[src/pcm_codec_pkg.sv]
// constants shared by the pcm codec digital interface and its control shifter
// assumes a single system clock; all pins arrive unsynchronised
package pcm_codec_pkg;

  // ==========================================================
  // pcm slot timing
  localparam int          SLOT_BITS      = 8;
  localparam logic [3:0]  SLOT_BITS_CNT  = 4'h8;

  // ==========================================================
  // control instruction byte layout
  localparam int          INSTR_PWR_BIT  = 7;
  localparam int          INSTR_ADDR_LSB = 4;
  localparam int          INSTR_RD_BIT   = 0;
  localparam logic [2:0]  CTL_LAST_BIT   = 3'h7;

  // ==========================================================
  // register addresses carried in the instruction byte
  localparam logic [2:0]  ADDR_MODE      = 3'h0;
  localparam logic [2:0]  ADDR_TX_SLOT   = 3'h1;
  localparam logic [2:0]  ADDR_RX_SLOT   = 3'h2;
  localparam logic [2:0]  ADDR_LATCH_DIR = 3'h3;
  localparam logic [2:0]  ADDR_LATCH_VAL = 3'h4;

  // ==========================================================
  // mode register fields and reset values
  localparam int          MODE_DELAYED   = 0;
  localparam int          MODE_TX_PORT   = 1;
  localparam int          MODE_RX_PORT   = 2;
  localparam logic [2:0]  RST_MODE       = 3'h0;
  localparam logic        RST_PDOWN      = 1'b1;

  // ==========================================================
  // control shifter states
  typedef enum logic [2:0] {
    ST_INSTR = 3'b001,
    ST_DATA  = 3'b010,
    ST_IDLE  = 3'b100
  } ctl_state_e;

endpackage

[src/ctl_if.sv]
// control shifter to register file link
// assumes both ends run on the same system clock
`timescale 1ns/1ps
interface ctl_if;
  logic       instr_done;
  logic       wr_done;
  logic [7:0] instr;
  logic [7:0] wdata;
  logic [7:0] rdata;

  modport shifter (output instr_done, output wr_done, output instr, output wdata, input rdata);
  modport regs    (input instr_done, input wr_done, input instr, input wdata, output rdata);
endinterface

[src/ctl_shifter.sv]
// serial control port: instruction byte then data byte, msb first
// assumes the control clock is far slower than the system clock
`timescale 1ns/1ps
module ctl_shifter
  import pcm_codec_pkg::*;
(
  // system
  input  wire logic clock,
  input  wire logic rst,
  // pins
  input  wire logic sclk_raw,
  input  wire logic cs_n_raw,
  input  wire logic din_raw,
  output logic      dout,
  output logic      dout_en,
  // register side
  ctl_if.shifter    bus
);

  // ==========================================================
  // synchronisers and edge detection
  logic [2:0] sclk_s_q;
  logic [2:0] cs_s_q;
  logic [1:0] din_s_q;

  always_ff @(posedge clock) begin
    if (rst) begin
      // control clock idles high; a low reset value would fake a rise
      sclk_s_q <= 3'h7;
      cs_s_q   <= 3'h7;
      din_s_q  <= 2'h0;
    end else begin
      sclk_s_q <= {sclk_s_q[1:0], sclk_raw};
      cs_s_q   <= {cs_s_q[1:0], cs_n_raw};
      din_s_q  <= {din_s_q[0], din_raw};
    end
  end

  wire selected = ~cs_s_q[1];
  wire cs_fall  = ~cs_s_q[1] & cs_s_q[2];
  wire sample   = selected & ~sclk_s_q[1] & sclk_s_q[2];
  wire launch   = selected & sclk_s_q[1] & ~sclk_s_q[2];

  // ==========================================================
  // shift state
  ctl_state_e state_q;
  logic [2:0] cnt_q;
  logic [7:0] sh_q;
  logic [7:0] out_q;
  logic [7:0] instr_q;
  logic [7:0] wdata_q;
  logic       instr_done_q;
  logic       wr_done_q;

  wire        last_bit = (cnt_q == CTL_LAST_BIT);
  wire [7:0]  sh_next  = {sh_q[6:0], din_s_q[1]};
  wire        reading  = instr_q[INSTR_RD_BIT];

  always_ff @(posedge clock) begin
    if (rst) begin
      state_q      <= ST_INSTR;
      cnt_q        <= 3'h0;
      sh_q         <= 8'h00;
      out_q        <= 8'h00;
      instr_q      <= 8'h00;
      wdata_q      <= 8'h00;
      instr_done_q <= 1'b0;
      wr_done_q    <= 1'b0;
    end else begin
      instr_done_q <= 1'b0;
      wr_done_q    <= 1'b0;
      if (cs_fall) begin
        state_q <= ST_INSTR;
        cnt_q   <= 3'h0;
      end else if (sample) begin
        case (state_q)
          ST_INSTR: begin
            sh_q  <= sh_next;
            cnt_q <= cnt_q + 3'h1;
            if (last_bit) begin
              instr_q      <= sh_next;
              instr_done_q <= 1'b1;
              state_q      <= ST_DATA;
            end
          end
          ST_DATA: begin
            sh_q  <= sh_next;
            cnt_q <= cnt_q + 3'h1;
            if (last_bit) begin
              wdata_q   <= sh_next;
              wr_done_q <= ~reading;
              state_q   <= ST_IDLE;
            end
          end
          default: state_q <= ST_IDLE;
        endcase
      end
      // out bits change on rising control clock edges
      if (launch && state_q == ST_DATA && reading) begin
        out_q <= (cnt_q == 3'h0) ? bus.rdata : {out_q[6:0], 1'b0};
      end
    end
  end

  // drive only for a read data byte
  // a read cut short leaves ST_DATA behind; keep off until the reselect resets it
  assign dout_en        = selected & ~cs_fall & (state_q == ST_DATA) & reading;
  assign dout           = out_q[7];
  assign bus.instr_done = instr_done_q;
  assign bus.wr_done    = wr_done_q;
  assign bus.instr      = instr_q;
  assign bus.wdata      = wdata_q;
endmodule

[src/pcm_codec_digital_interface.sv]
// pcm codec digital interface: serial pcm port, latch pins, control port
// assumes every pin is asynchronous to clock; bit and control clocks are
// at least four system clocks per half period
// Contract
// - transmit outputs float outside assigned slot
// - transmit bits change on bit clock rise
// - slot indicator pulls low during slot
// - receive inputs ignored outside assigned slot
// - receive bits sampled on bit clock fall
// - latch direction register sets pin direction
// - input latch levels captured on every control instruction byte, read or write
// - output latch pins follow written value
// - control bits shift only while selected
// - control clock crosses safely into system clock
// - bidirectional control pin direction from instruction
// - exactly eight bits per pcm slot
// - reset: latches inputs, non-delayed, powered down
// - master reset pulse restores initial state
// - power-down floats transmit, keeps control alive
`timescale 1ns/1ps
module pcm_codec_digital_interface
  import pcm_codec_pkg::*;
#(
  parameter int   NLATCH     = 6,
  parameter int   SLOT_W     = 6,
  parameter logic BIDIR_CTRL = 1'b0
) (
  // system
  input  wire logic              clock,
  input  wire logic              rst,
  input  wire logic              master_reset_in,
  // pcm pins
  input  wire logic              bit_clock,
  input  wire logic              tx_frame_sync,
  input  wire logic              rx_frame_sync,
  input  wire logic              rx_pcm_in_a,
  input  wire logic              rx_pcm_in_b,
  output logic                   tx_pcm_out_a,
  output logic                   tx_pcm_out_a_oe,
  output logic                   tx_pcm_out_b,
  output logic                   tx_pcm_out_b_oe,
  output logic                   tx_slot_active_n_a,
  output logic                   tx_slot_active_n_a_oe,
  output logic                   tx_slot_active_n_b,
  output logic                   tx_slot_active_n_b_oe,
  // coder side
  input  wire logic [7:0]        tx_pcm_word,
  output logic                   tx_word_load,
  output logic [7:0]             rx_pcm_word,
  output logic                   rx_word_valid,
  output logic                   powered_down,
  // control pins
  input  wire logic              control_shift_clock,
  input  wire logic              chip_select_n,
  input  wire logic              control_serial_in,
  output logic                   control_serial_out,
  output logic                   control_serial_out_oe,
  input  wire logic              control_serial_bidir_i,
  output logic                   control_serial_bidir_o,
  output logic                   control_serial_bidir_oe,
  // latch pins
  input  wire logic [NLATCH-1:0] line_latch_i,
  output logic      [NLATCH-1:0] line_latch_o,
  output logic      [NLATCH-1:0] line_latch_oe
);

  localparam int CNT_W = SLOT_W + 4;

  // ==========================================================
  // reset and pin synchronisers
  logic [1:0] mr_s_q;
  logic [2:0] bclk_s_q;
  logic [1:0] fsx_s_q;
  logic [1:0] fsr_s_q;
  logic [1:0] dra_s_q;
  logic [1:0] drb_s_q;

  always_ff @(posedge clock) begin
    if (rst) begin
      mr_s_q <= 2'h0;
    end else begin
      mr_s_q <= {mr_s_q[0], master_reset_in};
    end
  end

  // master reset joins the system reset
  wire irst = rst | mr_s_q[1];

  always_ff @(posedge clock) begin
    if (irst) begin
      bclk_s_q <= 3'h0;
      fsx_s_q  <= 2'h0;
      fsr_s_q  <= 2'h0;
      dra_s_q  <= 2'h0;
      drb_s_q  <= 2'h0;
    end else begin
      bclk_s_q <= {bclk_s_q[1:0], bit_clock};
      fsx_s_q  <= {fsx_s_q[0], tx_frame_sync};
      fsr_s_q  <= {fsr_s_q[0], rx_frame_sync};
      dra_s_q  <= {dra_s_q[0], rx_pcm_in_a};
      drb_s_q  <= {drb_s_q[0], rx_pcm_in_b};
    end
  end

  wire bclk_rise = bclk_s_q[1] & ~bclk_s_q[2];
  wire bclk_fall = ~bclk_s_q[1] & bclk_s_q[2];

  // ==========================================================
  // control port and registers
  ctl_if ctl ();
  logic              ctl_dout;
  logic              ctl_dout_en;
  logic [2:0]        mode_q;
  logic [SLOT_W-1:0] tx_slot_q;
  logic [SLOT_W-1:0] rx_slot_q;
  logic [NLATCH-1:0] dir_q;
  logic [NLATCH-1:0] val_q;
  logic [NLATCH-1:0] val_d;
  logic [NLATCH-1:0] latch_s1_q;
  logic [NLATCH-1:0] latch_s2_q;
  logic              pdown_q;

  ctl_shifter u_ctl (
    .clock    (clock),
    .rst      (irst),
    .sclk_raw (control_shift_clock),
    .cs_n_raw (chip_select_n),
    .din_raw  (BIDIR_CTRL ? control_serial_bidir_i : control_serial_in),
    .dout     (ctl_dout),
    .dout_en  (ctl_dout_en),
    .bus      (ctl.shifter)
  );

  // one pin or two, chosen by strap parameter
  assign control_serial_out      = ctl_dout;
  assign control_serial_out_oe   = ~BIDIR_CTRL & ctl_dout_en;
  assign control_serial_bidir_o  = ctl_dout;
  assign control_serial_bidir_oe = BIDIR_CTRL & ctl_dout_en;

  wire [2:0] addr     = ctl.instr[INSTR_ADDR_LSB +: 3];
  wire       wr_mode  = ctl.wr_done & (addr == ADDR_MODE);
  wire       wr_txs   = ctl.wr_done & (addr == ADDR_TX_SLOT);
  wire       wr_rxs   = ctl.wr_done & (addr == ADDR_RX_SLOT);
  wire       wr_dir   = ctl.wr_done & (addr == ADDR_LATCH_DIR);
  wire       wr_val   = ctl.wr_done & (addr == ADDR_LATCH_VAL);

  // register width must stay below eight bits for the zero padding
  assign ctl.rdata = (addr == ADDR_MODE)      ? {5'h00, mode_q} :
                     (addr == ADDR_TX_SLOT)   ? {{(8-SLOT_W){1'b0}}, tx_slot_q} :
                     (addr == ADDR_RX_SLOT)   ? {{(8-SLOT_W){1'b0}}, rx_slot_q} :
                     (addr == ADDR_LATCH_DIR) ? {{(8-NLATCH){1'b0}}, dir_q} :
                     (addr == ADDR_LATCH_VAL) ? {{(8-NLATCH){1'b0}}, val_q} : 8'h00;

  // reset state: inputs, non-delayed, powered down
  always_ff @(posedge clock) begin
    if (irst) begin
      mode_q    <= RST_MODE;
      tx_slot_q <= '0;
      rx_slot_q <= '0;
      dir_q     <= '0;
      pdown_q   <= RST_PDOWN;
    end else begin
      if (wr_mode) mode_q <= ctl.wdata[2:0];
      if (wr_txs) tx_slot_q <= ctl.wdata[SLOT_W-1:0];
      if (wr_rxs) rx_slot_q <= ctl.wdata[SLOT_W-1:0];
      if (wr_dir) dir_q <= ctl.wdata[NLATCH-1:0];
      if (ctl.instr_done) pdown_q <= ctl.instr[INSTR_PWR_BIT];
    end
  end

  // ==========================================================
  // latch pins
  for (genvar i = 0; i < NLATCH; i++) begin : g_latch
    // inputs captured when an instruction arrives
    assign val_d[i] = wr_val ? ctl.wdata[i] :
                      (ctl.instr_done & ~dir_q[i]) ? latch_s2_q[i] : val_q[i];
    always_ff @(posedge clock) begin
      if (irst) begin
        latch_s1_q[i] <= 1'b0;
        latch_s2_q[i] <= 1'b0;
        val_q[i]      <= 1'b0;
      end else begin
        latch_s1_q[i] <= line_latch_i[i];
        latch_s2_q[i] <= latch_s1_q[i];
        val_q[i]      <= val_d[i];
      end
    end
  end

  // output pins follow the value register
  assign line_latch_o  = val_q;
  assign line_latch_oe = dir_q;
  assign powered_down  = pdown_q;

  // ==========================================================
  // slot location, shared by both directions
  function automatic logic slot_hit(input logic fstart, input logic delayed,
                                    input logic [CNT_W-1:0] cnt, input logic [SLOT_W-1:0] slot);
    logic [CNT_W-1:0] pos;
    pos = {1'b0, slot, 3'h0} + {{(CNT_W-1){1'b0}}, 1'b1};
    slot_hit = delayed ? (cnt == pos) : fstart;
  endfunction

  logic             fsx_last_q;
  logic             fsr_last_q;
  logic [CNT_W-1:0] tx_cnt_q;
  logic [CNT_W-1:0] rx_cnt_q;
  wire              tx_fstart = fsx_s_q[1] & ~fsx_last_q;
  wire              rx_fstart = fsr_s_q[1] & ~fsr_last_q;
  wire [CNT_W-1:0]  tx_cnt_now = tx_fstart ? '0 : ((&tx_cnt_q) ? tx_cnt_q : tx_cnt_q + 1'b1);
  wire [CNT_W-1:0]  rx_cnt_now = rx_fstart ? '0 : ((&rx_cnt_q) ? rx_cnt_q : rx_cnt_q + 1'b1);
  wire              tx_start  = bclk_rise & ~pdown_q &
                                slot_hit(tx_fstart, mode_q[MODE_DELAYED], tx_cnt_now, tx_slot_q);
  wire              rx_start  = bclk_rise & ~pdown_q &
                                slot_hit(rx_fstart, mode_q[MODE_DELAYED], rx_cnt_now, rx_slot_q);

  always_ff @(posedge clock) begin
    if (irst) begin
      fsx_last_q <= 1'b0;
      fsr_last_q <= 1'b0;
      tx_cnt_q   <= '1;
      rx_cnt_q   <= '1;
    end else if (bclk_rise) begin
      fsx_last_q <= fsx_s_q[1];
      fsr_last_q <= fsr_s_q[1];
      tx_cnt_q   <= tx_cnt_now;
      rx_cnt_q   <= rx_cnt_now;
    end
  end

  // ==========================================================
  // transmit shifter
  logic [7:0] tx_sh_q;
  logic [3:0] tx_left_q;
  logic       tx_port_q;
  wire        tx_drive = (tx_left_q != 4'h0);

  always_ff @(posedge clock) begin
    if (irst) begin
      tx_sh_q   <= 8'h00;
      tx_left_q <= 4'h0;
      tx_port_q <= 1'b0;
    end else if (pdown_q) begin
      // power-down abandons any slot in flight
      tx_left_q <= 4'h0;
    end else if (tx_start) begin
      tx_sh_q   <= tx_pcm_word;
      tx_left_q <= SLOT_BITS_CNT;
      tx_port_q <= mode_q[MODE_TX_PORT];
    end else if (bclk_rise && tx_drive) begin
      tx_sh_q   <= {tx_sh_q[6:0], 1'b0};
      tx_left_q <= tx_left_q - 4'h1;
    end
  end

  // drive only selected port in slot
  assign tx_pcm_out_a          = tx_sh_q[7];
  assign tx_pcm_out_b          = tx_sh_q[7];
  assign tx_pcm_out_a_oe       = tx_drive & ~tx_port_q;
  assign tx_pcm_out_b_oe       = tx_drive & tx_port_q;
  assign tx_slot_active_n_a    = 1'b0;
  assign tx_slot_active_n_b    = 1'b0;
  assign tx_slot_active_n_a_oe = tx_pcm_out_a_oe;
  assign tx_slot_active_n_b_oe = tx_pcm_out_b_oe;
  assign tx_word_load          = tx_start;

  // ==========================================================
  // receive shifter
  logic [7:0] rx_sh_q;
  logic [3:0] rx_left_q;
  logic       rx_port_q;
  logic [7:0] rx_word_q;
  logic       rx_valid_q;
  wire        rx_bit  = rx_port_q ? drb_s_q[1] : dra_s_q[1];
  wire  [7:0] rx_next = {rx_sh_q[6:0], rx_bit};

  always_ff @(posedge clock) begin
    if (irst) begin
      rx_sh_q    <= 8'h00;
      rx_left_q  <= 4'h0;
      rx_port_q  <= 1'b0;
      rx_word_q  <= 8'h00;
      rx_valid_q <= 1'b0;
    end else begin
      rx_valid_q <= 1'b0;
      if (rx_start) begin
        rx_left_q <= SLOT_BITS_CNT;
        rx_port_q <= mode_q[MODE_RX_PORT];
      // sample on falls only inside slot
      end else if (bclk_fall && rx_left_q != 4'h0) begin
        rx_sh_q   <= rx_next;
        rx_left_q <= rx_left_q - 4'h1;
        if (rx_left_q == 4'h1) begin
          rx_word_q  <= rx_next;
          rx_valid_q <= 1'b1;
        end
      end
    end
  end

  assign rx_pcm_word   = rx_word_q;
  assign rx_word_valid = rx_valid_q;
endmodule

[config.mk]
export PLATFORM = sky130hd
export DESIGN_NAME = pcm_codec_digital_interface
export DESIGN_NICKNAME = d
export VERILOG_FILES = /design/src/pcm_codec_pkg.sv /design/src/ctl_if.sv /design/src/ctl_shifter.sv /design/src/pcm_codec_digital_interface.sv
export SDC_FILE = /design/constraint.sdc
export NUM_CORES = 1
export LEC_CHECK = 0
export ABC_AREA = 0
export BUFFER_PORTS_ARGS = -buffer_cell sky130_fd_sc_hd__buf_2
export CAP_MARGIN = 20
export CORE_MARGIN = 1
export CORE_UTILIZATION = 40
export DETAILED_ROUTE_END_ITERATION = 10
export HOLD_SLACK_MARGIN = 0.06
export PLACE_DENSITY = 0.64
export SYNTH_ARGS = -nofsm -noshare
export SYNTH_HDL_FRONTEND = slang
export SYNTH_HIERARCHICAL = 1
export SYNTH_SLANG_ARGS = --single-unit
[constraint.sdc]
create_clock -name clock -period 4.74 [get_ports clock]
set_input_delay 1.422 -clock clock [delete_from_list [all_inputs] [get_ports clock]]
set_output_delay 1.422 -clock clock [all_outputs]
set_load 0.02 [all_outputs]
Yosys cells after proc, flatten, opt, wreduce, memory -nomap -nowiden
Index checks and enable logic that the tools add are counted.
{"block": "totals", "reg_bits": 154, "latch_bits": 0, "ram_bits": 0, "mem_bits_ro": 0, "input_bits": 26, "out_inout_bits": 35, "elab_cells": 196, "memories": 0}
{"block": "classes", "n_addsub": 7, "n_mul": 0, "div": 0, "n_lt_le_gt_ge": 0, "eq_ne": 12, "shifts": 0, "muxes": 36, "n_bitwise": 52, "reduce_logical": 35}
{"cell": "$mux W10", "count": 4}
{"cell": "$mux W6", "count": 5}
{"cell": "$and A1 B1 Y1", "count": 28}
{"cell": "$mux W8", "count": 3}
{"cell": "$not A1 Y1", "count": 23}
{"cell": "$add A10 B1 Y10 const B", "count": 2}
{"cell": "$add A9 B1 Y10 const B", "count": 2}
{"cell": "$eq A10 B10 Y1", "count": 2}
{"cell": "$reduce_and A10 Y1", "count": 2}
{"cell": "$mux W1", "count": 17}
{"cell": "$mux W4", "count": 4}
{"cell": "$reduce_bool A2 Y1", "count": 8}
{"cell": "$eq A3 B2 Y1 const B", "count": 3}
{"cell": "$reduce_and A3 Y1", "count": 3}
{"cell": "$reduce_and A2 Y1", "count": 4}
{"cell": "$reduce_and A4 Y1", "count": 2}
{"cell": "$reduce_bool A4 Y1", "count": 2}
{"cell": "$reduce_or A2 Y1", "count": 4}
{"cell": "$sub A4 B1 Y4 const B", "count": 2}
{"cell": "$eq A3 B1 Y1 const B", "count": 2}
{"cell": "$eq A3 B3 Y1 const B", "count": 2}
{"cell": "$logic_not A3 Y1", "count": 2}
{"cell": "$mux W3", "count": 2}
{"cell": "$pmux W3 S2", "count": 1}
{"cell": "8 further kinds", "count": 13}

Depth between registers and ports, before layout
Gate-level depths: netlist (run 1).
{"block": "logic_depth", "word_depth": 8, "depth_mapped": 12}

Modules after synthesis
The synthesis (run 1) kept the hierarchy.
{"module": "pcm_codec_digital_interface", "instances": 1, "cells_each": 614, "area_each_um2": 5398.9, "seq_area_each_um2": 2182.1}
{"module": "ctl_shifter", "instances": 1, "cells_each": 182, "area_each_um2": 1931.9, "seq_area_each_um2": 940.9}

Worst setup path after synthesis (run 1)
No wires, ideal clock.
{"block": "synth_path", "kind": "register to output", "start": "register tx_cnt_q[0]", "end": "output port tx_word_load", "t_arrival_ns": 2.349, "setup_slack_ns": 0.969, "stages_incl_launch_ff": 10, "n_path_buf": 1, "cell_sequence": "dfxtp_1 ha_1 nand2_1 o32a_1 o221a_1 a2111oi_4 nand4_4 nor2_4 o21a_1 buf_6"}
{"block": "synth_via", "elab_chain_cells": 6, "word_cells_on_any_way": 7, "cone_classes": "add/sub: 1; eq/ne: 1; mux: 3; bitwise: 1; reduce/logical: 1"}
{"element": "start, declared", "line": "pcm_codec_digital_interface.sv:206", "source": "logic [CNT_W-1:0] tx_cnt_q;"}
{"element": "start signal, assigned", "line": "pcm_codec_digital_interface.sv:226", "source": "tx_cnt_q <= tx_cnt_now;"}
{"element": "$add A10 B1 Y10 / $reduce_and A10 Y1 (equally long branches)", "line": "pcm_codec_digital_interface.sv:210", "source": "wire [CNT_W-1:0] tx_cnt_now = tx_fstart ? '0 : ((&tx_cnt_q) ? tx_cnt_q : tx_cnt_q + 1'b1);"}
{"element": "$mux W10 * (2 in series)", "line": "pcm_codec_digital_interface.sv:210"}
{"element": "$eq A10 B10 Y1 *", "line": "pcm_codec_digital_interface.sv:201", "source": "slot_hit = delayed ? (cnt == pos) : fstart;"}
{"element": "$mux W1 *", "line": "pcm_codec_digital_interface.sv:201"}
{"element": "$and A1 B1 Y1 *", "line": "pcm_codec_digital_interface.sv:212", "source": "wire tx_start = bclk_rise & ~pdown_q &"}
{"element": "end, declared", "line": "pcm_codec_digital_interface.sv:48", "source": "output logic tx_word_load,"}
Mark *: on every way between the ends. The rest lies on a longest branch, timed or not.

Worst setup path after layout (run 1)
Ends and elaborated chain as after synthesis.

==> results of run 1 <==
-- flip-flops by register name, indices dropped and copies added (netlist names), 7 cells and up --
| signal | flops |
|---|---|
| u_ctl/out_q | 8 |
| u_ctl/sh_q | 7 |
| rx_cnt_q | 10 |
| rx_pcm_word | 8 |
| rx_sh_q | 7 |
| tx_cnt_q | 10 |
| tx_sh_q | 8 |
-- worst paths after layout --
| kind | from | to | depth (start not counted) |
|---|---|---|---|
| worst max-delay path | tx_cnt_q[0]$_SDFFE_PP1P_ | tx_word_load | 9 |
| worst min-delay path | u_ctl/cs_s_q[0]$_SDFF_PP1_ | u_ctl/cs_s_q[1]$_SDFF_PP1_ | 1 |
| worst max register to register | rx_cnt_q[0]$_SDFFE_PP1P_ | rx_left_q[1]$_SDFFE_PP0P_ | 9 |
| worst min register to register | u_ctl/cs_s_q[0]$_SDFF_PP1_ | u_ctl/cs_s_q[1]$_SDFF_PP1_ | 1 |
-- layout make-up --
class / instances / area [µm²] / area share
flip-flops and latches: 151 / 3023 / 0.3702
inverters: 19 / 71.32 / 0.008733
multi-input cells: 556 / 3792 / 0.4644
well taps: 225 / 281.5 / 0.03447
clock inverters: 12 / 163.9 / 0.02007
clock buffers: 20 / 466.7 / 0.05715
repair buffers: 66 / 367.9 / 0.04504
-- routing by layer --
layer,vias up,GRT usage,wire length (µm)
li1,2811,-,-
met1,2640,0.2401,7540
met2,79,0.2792,7173
met3,17,0.03330,446
met4,0,0.07054,257
met5,-,0,0
-- worst max-delay path, stage by stage (launching register included) --
cell and delay (ps):
dfxtp_1 420, ha_1 330, nand2_1 110, o32a_1 360
o221a_1 280, a2111oi_4 390, nand4_4 180, nor2_4 240
o21a_1 170, buf_2 170
-- where the power goes --
group | leakage (nW) | switching [mW] | total [mW] | internal (mW)
logic | 1.68 | 0.101 | 0.166 | 0.0646
registers | 1.22 | 0.0111 | 1.30 | 1.29
clock network | 0.308 | 0.534 | 1.41 | 0.878
-- through the flow --
stage	cells	utilization
global placement	1017	0.4342
CTS	1049	0.4705
global route	1049	0.4705
floorplan	785	-
detailed placement	1017	0.4342
finish	1049	0.4705
==> impl_metrics.csv, run 1 <==
group,metric,value,unit
status,outcome,"completed",
clocking,numCtsBuffers,17,
synthesis,syn_inst,781,
global_route,grt_pass1_wl,26.01,mm
die,rows,48,
synthesis,syn_area,7149,µm²
sta,worst_slack,248.3,ps
power_and_ir_drop,power_density,351.9,nW/µm²
drt,wire_per_inst,14.70,µm
critical_path,worstSetupStartpointType,"register",
clocking,clock_latency,420,ps
finish,layout_common_cells,"151 x dfxtp_1, 81 x nor2_1, 76 x mux2i_1, 56 x buf_2, 51 x a21oi_1",
clocking,cts_resized,0,
drt,drc,0,
clocking,path_clk_slew,60,ps
clocking,clockBufferDepth,2,
finish,drive_above_1_share,0.1663,
power_and_ir_drop,power.leakage,3.211,nW
sta,slew_headroom,0.2953,
global_route,globalRoute.totalOverflow,0,
global_route,grt_use_total,0.1781,
sta,finalHoldViolCount,0,
placement,place_area,7536,µm²
clocking,cts-htree-levels,4,
sta,clock.fmax,222.6,MHz
synthesis,yosysWarnings,6,
drt,viasPerCell,5.288,
drt,dr.pass1.iters,5,
sta,min_period,4492,ps
placement,io_buffers,56,
global_route,grt_start_max_net_pins,52,
finish,antennaDiodeCount,0,
sta,tns,0,ps
finish,fill_cells,1652,
critical_path,regToRegSetupSlack,1470,ps
global_route,first_global_vias,5118,
run,cap_violations,0,
clocking,post_cts_buffers,0,
critical_path,critPathKind,"register to output port",
sta,fin_crit_sh,0.9476,
die,ios,61,
placement,place_congestion,0.8318,
synthesis,synth.avg_cell_area,9.154,µm²
worst_hold_path,hold_class,"register to register",
sta,finClkSkew,6.959,ps
critical_path,end_kind,"output port",
sta,tightestPinTransition,1049,ps
die,die_width,135.7,µm
finish,nNetsFinal,847,
global_route,grt_antenna_before_repair,0,
finish,final_common_cell,"dfxtp_1",
drt,num_vias,5547,
finish,area_growth,14.23,%
power_and_ir_drop,peakVddDrop,0.2556,mV
critical_path,cp.arrival,3070,ps
placement,dp_slack,719.4,ps
drt,ant_nets,0,
finish,design_area,8167,µm²
die,die-area,18410,µm²
sta,timing.hold.ws,409.6,ps
clocking,ctsHoldBuffers,0,
sta,finalMaxSlewViolations,0,
power_and_ir_drop,fin_total_pwr,2.874,mW
drt,finalWirelength,15.42,mm
die,start_util,0.4119,
sta,rsz0062_at_grt,"false",
sta,finalSetupViolations,0,
critical_path,critPathMaxFanout,10,
placement,hpwlAfterDp,10.58,mm
clocking,cts_tree,"yes",
clocking,root_buffer,"clkbuf_16",
drt,drt_iter0_drc,401,
critical_path,required,3320,ps
die,die-height,135.7,µm
die,coreArea,17360,µm²
clocking,cts_sinks,151,
No activity file was read; power rests on OpenSTA's default activity.
==> run 2, diff against run 1 <==
Settings changed: CORE_UTILIZATION 40 to 25, PLACE_DENSITY 0.64 to 0.47.
==> run 2 against run 1 <==
Net effect: critical path depth unchanged; largest cell class unchanged; global-route usage down 5.8 points; highest routed layer unchanged; clock-buffer cell count down 1.
==> impl_metrics.csv, run 2 (same netlist as run 1, synthesis figures left out) <==
group,metric,value,unit
placement,place_congestion,0.8066,
global_route,grt_start_max_net_pins,65,
power_and_ir_drop,switching_share,0.2360,
critical_path,critPathMaxFanout,10,
drt,dr.pass1.iters,4,
power_and_ir_drop,power.leakage,3.204,nW
sta,slew_headroom,0.3866,
die,rows,61,
critical_path,critPathKind,"register to output port",
power_and_ir_drop,p_comb_frac,0.059,
clocking,path_clk_slew,60,ps
critical_path,required,3320,ps
die,start_util,0.2559,
sta,clock.fmax,222.6,MHz
power_and_ir_drop,seq_power_share,0.459,
critical_path,worstSetupStartpointType,"register",
global_route,grt_antenna_before_repair,0,
drt,num_vias,5498,
placement,hpwlAfterDp,11.68,mm
sta,tightestPinTransition,918.2,ps
finish,fill_cells,3041,
finish,drive_above_1_share,0.1673,
global_route,grt_use_total,0.1206,
drt,drt_iter0_drc,271,
clocking,root_buffer,"clkbuf_16",
global_route,grt_pass1_wl,27.79,mm
die,die_width,171.1,µm
global_route,first_global_vias,5240,
clocking,clock_latency,420,ps
finish,layout_common_cells,"151 x dfxtp_1, 81 x nor2_1, 76 x mux2i_1, 57 x buf_2, 51 x a21oi_1",
die,ios,61,
status,outcome,"completed",
clocking,cts_sinks,151,
sta,finalHoldViolCount,0,
clocking,clockBufferDepth,2,
worst_hold_path,hold_class,"register to register",
sta,finalSetupViolations,0,
sta,finalMaxSlewViolations,0,
drt,viasPerCell,4.570,
global_route,globalRoute.totalOverflow,0,
sta,fin_crit_sh,0.9478,
placement,io_buffers,56,
clocking,ctsHoldBuffers,0,
finish,final_common_cell,"dfxtp_1",
drt,drc,0,
sta,rsz0062_at_grt,"false",
sta,min_period,4492,ps
finish,area_growth,16.50,%
clocking,numCtsBuffers,17,
die,coreArea,27930,µm²
drt,ant_nets,0,
sta,finClkSkew,18.76,ps
finish,nNetsFinal,848,
finish,antennaDiodeCount,0,
die,die-area,29280,µm²
critical_path,cp.arrival,3070,ps
clocking,cts-htree-levels,4,
run,cap_violations,0,
sta,timing.hold.ws,408.5,ps
critical_path,end_kind,"output port",
clocking,cts_tree,"yes",
clocking,post_cts_buffers,0,
power_and_ir_drop,clkPwrFrac,0.481,
power_and_ir_drop,peakVddDrop,0.2539,mV
die,die-height,171.1,µm
clocking,cts_resized,0,
drt,finalWirelength,16.88,mm
sta,tns,0,ps
power_and_ir_drop,power_density,339.1,nW/µm²
power_and_ir_drop,p_int,2.158,mW
finish,reg_top3,"rx_cnt_q (10), tx_cnt_q (10)",
power_and_ir_drop,netSwitchingPower,0.6666,mW
drt,wire_per_inst,14.03,µm
## run 2: cell count changes in the layout (fill, tap and decap cells not counted)
| cell | before | now |
|---|---|---|
| bufinv_16 | 3 | 2 |
| clkinv_2 | 1 | 3 |
| clkbuf_8 | 3 | 2 |
| buf_2 | 56 | 57 |
## run 2: power groups by stage
stage / Clock [mW] / Combinational (mW) / Sequential [mW]
global placement: 0 / 0.169 / 1.33
CTS: 1.40 / 0.170 / 1.30
global route: 1.46 / 0.187 / 1.30
finish: 1.36 / 0.168 / 1.30
floorplan: 0 / 0.134 / 1.32
detailed placement: 0 / 0.169 / 1.33
## run 2: worst max-delay path, cell delays in order (launching register included)
cell       delay, ps
dfxtp_1          420
ha_1             330
nand2_1          110
o32a_1           360
o221a_1          280
a2111oi_4        400
nand4_4          180
nor2_4           250
o21a_1           160
buf_2            160
## run 2: layer usage
layer,vias up,share of wire,track usage
met1,2612,0.49,0.1571
met3,13,0.020,0.02313
met5,-,0,0
met4,0,0.014,0.04309
li1,2817,-,-
met2,56,0.47,0.1972
## run 2: stage by stage
| stage | std cells | util | instance area, µm² | power, mW | setup WS [ps] |
|---|---|---|---|---|---|
| 6_report | 1203 | 0.2982 | 8329 | 2.825 | 247.6 |
| 3_3_place_gp | 1170 | 0.2766 | 7727 | 1.495 | 707.9 |
| 3_5_place_dp | 1170 | 0.2766 | 7727 | 1.494 | 708.8 |
| 2_1_floorplan | 785 | - | 7164 | 1.454 | 969.5 |
| 5_1_grt | 1203 | 0.2982 | 8329 | 2.944 | 43.60 |
| 4_1_cts | 1202 | 0.2980 | 8324 | 2.865 | 255.0 |
## run 2: path summary, 6_finish.rpt
path	startpoint	endpoint	slack, ps	cells after the start
worst max register to register	rx_cnt_q[0]$_SDFFE_PP1P_	rx_left_q[1]$_SDFFE_PP0P_	1610	9
worst min-delay path	u_ctl/sclk_s_q[0]$_SDFF_PP1_	u_ctl/sclk_s_q[1]$_SDFF_PP1_	410	1
worst min register to register	u_ctl/sclk_s_q[0]$_SDFF_PP1_	u_ctl/sclk_s_q[1]$_SDFF_PP1_	410	1
worst max-delay path	tx_cnt_q[0]$_SDFFE_PP1P_	tx_word_load	250	9
## run 2: layout make-up
class | instances | area [µm²] | share of cell area
repair buffers | 67 | 372.9 | 0.04476
flip-flops and latches | 151 | 3023 | 0.3629
clock buffers | 19 | 452.9 | 0.05438
clock inverters | 13 | 143.9 | 0.01728
well taps | 378 | 473.0 | 0.05678
inverters | 19 | 71.32 | 0.008562
multi-input cells | 556 | 3792 | 0.4553
